$ cat src/logic/opfm_map.vh
// register offsets, field positions, reset values and pin drive codes of the output pin mux
`ifndef OPFM_MAP_VH
`define OPFM_MAP_VH

// register byte offsets on the apb bus
`define OPFM_FSEL_OFS 8'h00
`define OPFM_SET_OFS 8'h04
`define OPFM_CLR_OFS 8'h08
`define OPFM_LATCH_OFS 8'h0C
`define OPFM_PIN_OFS 8'h10
`define OPFM_SRC_OFS 8'h14

// function select fields
`define OPFM_FSEL_P7 7
`define OPFM_FSEL_P6 6
`define OPFM_FSEL_P5 5
`define OPFM_FSEL_P4 4
`define OPFM_FSEL_P3_HI 3
`define OPFM_FSEL_P3_LO 2
`define OPFM_FSEL_P2_HI 1
`define OPFM_FSEL_P2_LO 0

// pin 3 and pin 2 source codes
`define OPFM_SRC_LATCH 2'h0
`define OPFM_SRC_ALT1 2'h1
`define OPFM_SRC_ALT2 2'h2
`define OPFM_SRC_ALT3 2'h3

// channel mode bits that enable the send request pins
`define OPFM_MODE_FIRST_RTS_BIT 7
`define OPFM_MODE_SECOND_RTS_BIT 5

// reset values
`define OPFM_FSEL_RST 8'h00
`define OPFM_LATCH_RST 8'h00

// pin drive kinds
`define OPFM_DRV_LATCH 2'h0
`define OPFM_DRV_PUSH 2'h1
`define OPFM_DRV_OPEN 2'h2

// pins that survive on the reduced-pin variant
`define OPFM_REDUCED_MASK 8'h03

`endif

$ cat src/logic/opfm_pin_drive.v
// one output pin: registered level and output enable for latch, push-pull or open-drain use
`timescale 1ns/1ps
`include "opfm_map.vh"

module opfm_pin_drive (
  // clock and reset
  input wire pclk,
  input wire presetn,
  // source selection
  input wire [1:0] drive_kind,
  input wire latch_bit,
  input wire alt_bit,
  input wire pin_exists,
  // pin
  output reg pin_out,
  output reg pin_oe
);

  reg pin_out_next;
  reg pin_oe_next;

  // choose level and enable for the selected kind
  always @* begin
    pin_out_next = 1'b0;
    pin_oe_next = 1'b0;
    if (pin_exists) begin
      case (drive_kind)
        `OPFM_DRV_LATCH: begin
          pin_out_next = ~latch_bit;
          pin_oe_next = 1'b1;
        end
        `OPFM_DRV_PUSH: begin
          pin_out_next = alt_bit;
          pin_oe_next = 1'b1;
        end
        `OPFM_DRV_OPEN: begin
          pin_out_next = 1'b0; // asserted status pulls low, else released
          pin_oe_next = alt_bit;
        end
        default: begin
          pin_out_next = ~latch_bit;
          pin_oe_next = 1'b1;
        end
      endcase
    end
  end

  // pin flops; reset shows a driven high level
  always @(posedge pclk or negedge presetn) begin
    if (!presetn) begin
      pin_out <= 1'b1;
      pin_oe <= 1'b1;
    end else begin
      pin_out <= pin_out_next;
      pin_oe <= pin_oe_next;
    end
  end

endmodule

$ cat src/logic/opfm_mux.v
// output port function mux: latch, function select, apb slave and eight pin drivers
//
// The implementer's own choices: the address map and the APB slave port.
`timescale 1ns/1ps
`include "opfm_map.vh"

module opfm_mux #(
  parameter REDUCED_PINS = 0,
  parameter ADDR_W = 8
) (
  // apb clock and reset
  input wire pclk,
  input wire presetn,
  // apb slave
  input wire psel,
  input wire penable,
  input wire pwrite,
  input wire [ADDR_W-1:0] paddr,
  input wire [31:0] pwdata,
  output reg [31:0] prdata,
  output wire pready,
  output wire pslverr,
  // channel a sources
  input wire chan_a_send_request_n,
  input wire chan_a_mode_first_b7,
  input wire chan_a_mode_second_b5,
  input wire chan_a_tx_ready,
  input wire chan_a_rx_ready_or_full,
  input wire chan_a_tx_clock_16x,
  input wire chan_a_tx_bit_clock,
  input wire chan_a_rx_bit_clock,
  // channel b sources
  input wire chan_b_send_request_n,
  input wire chan_b_mode_first_b7,
  input wire chan_b_mode_second_b5,
  input wire chan_b_tx_ready,
  input wire chan_b_rx_ready_or_full,
  input wire chan_b_tx_bit_clock,
  input wire chan_b_rx_bit_clock,
  // counter/timer source
  input wire ctr_timer_ready,
  // output pins, bit n is output_pin_n
  output wire [7:0] output_pin,
  output wire [7:0] output_pin_oe
);

  // pins that exist on this variant
  localparam [7:0] PIN_MASK = (REDUCED_PINS != 0) ? `OPFM_REDUCED_MASK : 8'hFF;

  // bus phase decode
  wire bus_setup;
  wire bus_access;
  wire bus_wr;
  wire [7:0] reg_ofs;
  wire ofs_known;

  // register state
  reg [7:0] output_pin_function_select_reg;
  reg [7:0] output_pin_function_select_next;
  reg [7:0] output_pin_latch_reg;
  reg [7:0] output_pin_latch_next;

  // per pin selection
  reg [15:0] pin_kind;
  reg [7:0] pin_alt;
  wire [7:0] fsel_eff;
  wire rts_a_on;
  wire rts_b_on;

  // read data path
  reg [31:0] rdata_next;

  // apb phase and address decode
  assign bus_setup = psel & ~penable;
  assign bus_access = psel & penable;
  assign bus_wr = bus_access & pwrite;
  assign reg_ofs = paddr[7:0];
  assign ofs_known = (reg_ofs == `OPFM_FSEL_OFS) |
                     (reg_ofs == `OPFM_SET_OFS) |
                     (reg_ofs == `OPFM_CLR_OFS) |
                     (reg_ofs == `OPFM_LATCH_OFS) |
                     (reg_ofs == `OPFM_PIN_OFS) |
                     (reg_ofs == `OPFM_SRC_OFS);

  // zero wait state slave; unmapped offsets answer with an error
  assign pready = 1'b1;
  assign pslverr = bus_access & ~ofs_known;

  // function select write, ignored on the reduced variant
  always @* begin
    output_pin_function_select_next = output_pin_function_select_reg;
    if (bus_wr && (reg_ofs == `OPFM_FSEL_OFS) && (REDUCED_PINS == 0)) begin
      output_pin_function_select_next = pwdata[7:0];
    end
  end

  // latch set and clear commands
  always @* begin
    output_pin_latch_next = output_pin_latch_reg;
    if (bus_wr && (reg_ofs == `OPFM_SET_OFS)) begin
      output_pin_latch_next = output_pin_latch_reg | (pwdata[7:0] & PIN_MASK);
    end else if (bus_wr && (reg_ofs == `OPFM_CLR_OFS)) begin
      output_pin_latch_next = output_pin_latch_reg & ~(pwdata[7:0] & PIN_MASK);
    end
  end

  // register flops
  always @(posedge pclk or negedge presetn) begin
    if (!presetn) begin
      output_pin_function_select_reg <= `OPFM_FSEL_RST;
      output_pin_latch_reg <= `OPFM_LATCH_RST;
    end else begin
      output_pin_function_select_reg <= output_pin_function_select_next;
      output_pin_latch_reg <= output_pin_latch_next;
    end
  end

  // selection only counts for pins that exist
  assign fsel_eff = output_pin_function_select_reg & PIN_MASK;

  // send request enables from either channel mode bit
  assign rts_a_on = chan_a_mode_first_b7 | chan_a_mode_second_b5;
  assign rts_b_on = chan_b_mode_first_b7 | chan_b_mode_second_b5;

  // pin source choice
  always @* begin
    pin_kind = {8{`OPFM_DRV_LATCH}};
    pin_alt = 8'h00;
    // pins 0 and 1 follow the mode bits only
    if (rts_a_on) begin
      pin_kind[1:0] = `OPFM_DRV_PUSH;
      pin_alt[0] = chan_a_send_request_n;
    end
    if (rts_b_on) begin
      pin_kind[3:2] = `OPFM_DRV_PUSH;
      pin_alt[1] = chan_b_send_request_n;
    end
    // pin 2 source field
    case (fsel_eff[`OPFM_FSEL_P2_HI:`OPFM_FSEL_P2_LO])
      `OPFM_SRC_LATCH: begin
        pin_kind[5:4] = `OPFM_DRV_LATCH;
      end
      `OPFM_SRC_ALT1: begin
        pin_kind[5:4] = `OPFM_DRV_PUSH;
        pin_alt[2] = chan_a_tx_clock_16x;
      end
      `OPFM_SRC_ALT2: begin
        pin_kind[5:4] = `OPFM_DRV_PUSH;
        pin_alt[2] = chan_a_tx_bit_clock;
      end
      `OPFM_SRC_ALT3: begin
        pin_kind[5:4] = `OPFM_DRV_PUSH;
        pin_alt[2] = chan_a_rx_bit_clock;
      end
      default: begin
        pin_kind[5:4] = `OPFM_DRV_LATCH;
      end
    endcase
    // pin 3 source field
    case (fsel_eff[`OPFM_FSEL_P3_HI:`OPFM_FSEL_P3_LO])
      `OPFM_SRC_LATCH: begin
        pin_kind[7:6] = `OPFM_DRV_LATCH;
      end
      `OPFM_SRC_ALT1: begin
        pin_kind[7:6] = `OPFM_DRV_OPEN;
        pin_alt[3] = ctr_timer_ready;
      end
      `OPFM_SRC_ALT2: begin
        pin_kind[7:6] = `OPFM_DRV_PUSH;
        pin_alt[3] = chan_b_tx_bit_clock;
      end
      `OPFM_SRC_ALT3: begin
        pin_kind[7:6] = `OPFM_DRV_PUSH;
        pin_alt[3] = chan_b_rx_bit_clock;
      end
      default: begin
        pin_kind[7:6] = `OPFM_DRV_LATCH;
      end
    endcase
    // single-bit status selections, all open-drain
    if (fsel_eff[`OPFM_FSEL_P4]) begin
      pin_kind[9:8] = `OPFM_DRV_OPEN;
      pin_alt[4] = chan_a_rx_ready_or_full;
    end
    if (fsel_eff[`OPFM_FSEL_P5]) begin
      pin_kind[11:10] = `OPFM_DRV_OPEN;
      pin_alt[5] = chan_b_rx_ready_or_full;
    end
    if (fsel_eff[`OPFM_FSEL_P6]) begin
      pin_kind[13:12] = `OPFM_DRV_OPEN;
      pin_alt[6] = chan_a_tx_ready;
    end
    if (fsel_eff[`OPFM_FSEL_P7]) begin
      pin_kind[15:14] = `OPFM_DRV_OPEN;
      pin_alt[7] = chan_b_tx_ready;
    end
  end

  // one driver per pin
  genvar gi;
  generate
    for (gi = 0; gi < 8; gi = gi + 1) begin : g_pin
      opfm_pin_drive u_drive (
        .pclk(pclk),
        .presetn(presetn),
        .drive_kind(pin_kind[2*gi+1:2*gi]),
        .latch_bit(output_pin_latch_reg[gi]),
        .alt_bit(pin_alt[gi]),
        .pin_exists(PIN_MASK[gi]),
        .pin_out(output_pin[gi]),
        .pin_oe(output_pin_oe[gi])
      );
    end
  endgenerate

  // read mux; write-only registers read as zero
  always @* begin
    rdata_next = 32'h00000000;
    case (reg_ofs)
      `OPFM_LATCH_OFS: begin
        rdata_next = {24'h000000, output_pin_latch_reg};
      end
      `OPFM_PIN_OFS: begin
        rdata_next = {16'h0000, output_pin_oe, output_pin};
      end
      `OPFM_SRC_OFS: begin
        rdata_next = {30'h00000000, rts_b_on, rts_a_on};
      end
      default: begin
        rdata_next = 32'h00000000;
      end
    endcase
  end

  // read data is captured in the setup phase and held through access
  always @(posedge pclk or negedge presetn) begin
    if (!presetn) begin
      prdata <= 32'h00000000;
    end else if (bus_setup && !pwrite) begin
      prdata <= rdata_next;
    end
  end

endmodule

$ cat config.mk
export PLATFORM = sky130hd
export DESIGN_NAME = opfm_mux
export DESIGN_NICKNAME = d
export VERILOG_FILES = /design/src/logic/opfm_pin_drive.v /design/src/logic/opfm_mux.v
export VERILOG_INCLUDE_DIRS = /design/src /design/src/logic
export SDC_FILE = /design/constraint.sdc
export NUM_CORES = 1
export LEC_CHECK = 0
export ABC_AREA = 1
export BUFFER_PORTS_ARGS = -buffer_cell sky130_fd_sc_hd__buf_4
export CORE_MARGIN = 5
export CORE_UTILIZATION = 49
export CTS_CLUSTER_DIAMETER = 200
export CTS_CLUSTER_SIZE = 10
export DETAILED_ROUTE_END_ITERATION = 12
export MAX_ROUTING_LAYER = met4
export PLACE_DENSITY_LB_ADDON = 0.08
export SYNTH_ARGS = -nofsm -noshare
export SYNTH_HDL_FRONTEND = slang
export SYNTH_HIERARCHICAL = 1
export SYNTH_SLANG_ARGS = --single-unit
$ cat constraint.sdc
create_clock -name pclk -period 1.15 [get_ports pclk]
set_input_delay 0.0575 -clock pclk [delete_from_list [all_inputs] [get_ports pclk]]
set_output_delay 0.0575 -clock pclk [all_outputs]
set_load 0.02 [all_outputs]
==> reports/metrics.cfg <==
[routing]
drt-pass1-iter-count = 4
vias = 2485
wl_per_cell_um = 12.6
drtIter0Drc = 106
wirelength_mm = 6.79
final_antenna_net_count = 0
drc = 0
via_per_inst = 4.61

[critical_path]
cp.arrival_ns = 1.32
cp-endpoint = g_pin[3].u_drive/pin_out$_DFF_PN1_
cp_slowest_stage_delay_ns = 0.39
r2r_start = fsel_eff[2]$_DFFE_PN0P_
cp.depth = 6
cp_top_family = flip-flops
slowest_stage = dfrtp_1
cp-end-kind = register
worst-path-max-fanout = 3
r2r_cells = 6
cp_num_buf_inv = 2
r2r-end = g_pin[3].u_drive/pin_out$_DFF_PN1_
crit_start = fsel_eff[2]$_DFFE_PN0P_
cp_cell_sequence = inv_2 -> nor2_4 -> inv_1 -> ha_2 -> a21oi_2 -> nor2_2
crit_type = reg -> reg
cp.required_ns = 1.39
r2r_slack_ns = 0.07
worstSetupStartpointType = register

[grt]
grt_max_degree = 29
track_usage = 0.190
grt_pass1_vias = 2442
grt-ovfl-total = 0
antenna_found_initial = 0
grt_pass1_wl_mm = 10.8

[cells_and_area]
multi_input_area_sq_mm = 0.00144
seqCellArea_sq_mm = 0.00122
final_cells = 539
nets = 543
drive_above_1_share = 0.323
syn2layout_area_growth_pct = 36.0
nFillCells = 472
num_antenna_cells = 0

[place]
io_buffers = 69
post-place-ws_ns = -0.0720
gp_congestion = 0.794
dp_hpwl_mm = 5.20
place_inst = 521

[synthesis]
synth-seq-cells = 48
ys_types = 29
syn-cell-area_sq_mm = 0.00278
syn_inst = 343
yosysWarnings = 6
yosysSeqAreaShare = 0.439
syn_area_per_cell_sq_um = 8.11

[floorplan]
die-height_um = 85.3
core_sq_mm = 0.00551
initial_core_util = 0.505
pin_count = 111
row_count = 27
die_w_um = 85.3
die_area_sq_mm = 0.00728

[sta]
timing.fmax_mhz = 924
timing.hold.ws_ns = 0.0380
setup_tns_ns = 0
rsz0062_at_grt = false
setup_viol = 0
report.final.slew_viol_count = 0
hold_violations = 0
finalCritPeriodShare = 0.942
skew_ns = 0.00468
layout_min_cycle_time_ns = 1.08
fin_ws_ns = 0.0672

[clock_tree]
ctsLongestPathBuffers = 2
cts_tree = done
clkTransAtPathRegs_ns = 0.09
htreeDepth = 2
cts_sinks = 48
cts_inserted_buffers = 5
clk_latency_ns = 0.30
cts-root-buf = clkbuf_8

[power]
power_density_mw_per_mm2 = 945
peakVddDrop_v = 0.000591
p_leak_nw = 2.04

[run]
maxCapViolCount = 0

[min_path]
hold_class = in -> reg

[status]
status = complete, no violations

## metrics by stage
| step | utilization | total power [mW] | instance area, sq um |
|---|---|---|---|
| after global routing | 0.687 | 3.74 | 3780 |
| final | 0.687 | 3.58 | 3780 |
| after detailed placement | 0.639 | 2.35 | 3520 |
| after global placement | 0.639 | 2.34 | 3520 |
| after CTS | 0.676 | 3.58 | 3720 |
| after floorplan | - | 2.13 | 2950 |
## layer usage
metal | global-route usage | part of all wire | vias up
li1 | - | - | 1245
met1 | 0.217 | 0.40 | 1166
met2 | 0.344 | 0.53 | 68
met3 | 0.0388 | 0.056 | 6
met4 | 0.0388 | 0.0085 | 0
met5 | - | 0 | -
## cells in the final DEF (no fill, tap or decap), types with 2 or more instances in the layout
cell type / instances
nand2_4: 2
o21ai_2: 9
dlygate4sd3_1: 9
nor2_1: 14
nand2_1: 104
nand2_2: 7
nand3_1: 30
nor2_4: 3
or2_2: 2
ha_4: 2
ha_1: 13
buf_4: 83
dfstp_2: 16
o21ai_1: 2
nor2_2: 2
inv_1: 40
dfrtp_1: 31
o21ai_0: 9
inv_2: 9
a21oi_1: 7
o21a_1: 2
conb_1: 47
a21boi_1: 7
clkbuf_8: 5
## worst min path at each step
stage	from	endpoint	depth (start not counted)
finish	chan_a_tx_ready	g_pin[6].u_drive/pin_oe$_DFF_PN1_	5
global route	chan_b_tx_ready	g_pin[7].u_drive/pin_oe$_DFF_PN1_	5
CTS	chan_a_tx_ready	g_pin[6].u_drive/pin_oe$_DFF_PN1_	5
detailed placement	presetn	prdata[12]$_DFFE_PN0P_	1
global placement	presetn	prdata[15]$_DFFE_PN0P_	1
floorplan	presetn	async pin	0
## worst min-delay path, delay by kind of cell
| family | cells | cell delay [ns] |
|---|---|---|
| AO/OA/AOI/OAI | 1 | 0.05 |
| buffers and inverters | 3 | 0.19 |
| AND/OR/NAND/NOR | 1 | 0.04 |
## report_power, final
| part | switching [mW] | total [mW] | internal, mW |
|---|---|---|---|
| logic | 0.337 | 0.578 | 0.241 |
| clock network | 0.567 | 1.21 | 0.646 |
| registers | 0.0306 | 1.78 | 1.75 |
| total | 0.935 | 3.58 | 2.64 |
## final cells by class
type | instances | area share
multi-input cells | 268 | 0.380
well taps | 72 | 0.0238
inverters | 50 | 0.0503
clock buffers | 6 | 0.0192
flip-flops and latches | 48 | 0.323
repair buffers | 93 | 0.194
clock inverters | 2 | 0.00926
## kinds of logic after synthesis
family	synth area share
AOI/OAI and AO/OA	0.0882
and+or+nand+nor	0.273
DFF	0.439
other	0.00270
buffers and inverters	0.126
adders and majority gates	0.0720
## synth_stat cells
cell	instances	share of area
nor2_1	16	0.022
clkbuf_1	1	0.0013
nor2_8	1	0.0072
nor2_4	2	0.0081
conb_1	2	0.0027
nand4_4	1	0.0076
dfrtp_1	32	0.29
dfstp_2	16	0.15
o21ai_2	8	0.025
o21a_1	2	0.0054
inv_1	42	0.057
nand2_4	2	0.0081
o21ai_0	10	0.018
inv_4	1	0.0023
or2_2	2	0.0045
buf_4	18	0.049
a21boi_1	8	0.022
a21oi_1	8	0.014
ha_1	16	0.072
inv_2	7	0.0094
buf_1	1	0.0013
nor3b_4	1	0.0067
nor2_2	1	0.0023
nand2_2	3	0.0067
o21ai_1	2	0.0036
nand2_1	108	0.15
nand3_1	30	0.054
buf_6	1	0.0040
buf_2	1	0.0018
## timing repair
action | in CTS | in global routing
pin swaps | 0 | 5
resized for setup | 2 | 15
hold buffers | 9 | 0
endpoints found under the setup margin | 2 | 3
buffers inserted | 0 | 1
endpoints found under the hold margin | 47 | 0
No activity file was read; power rests on OpenSTA's default activity.
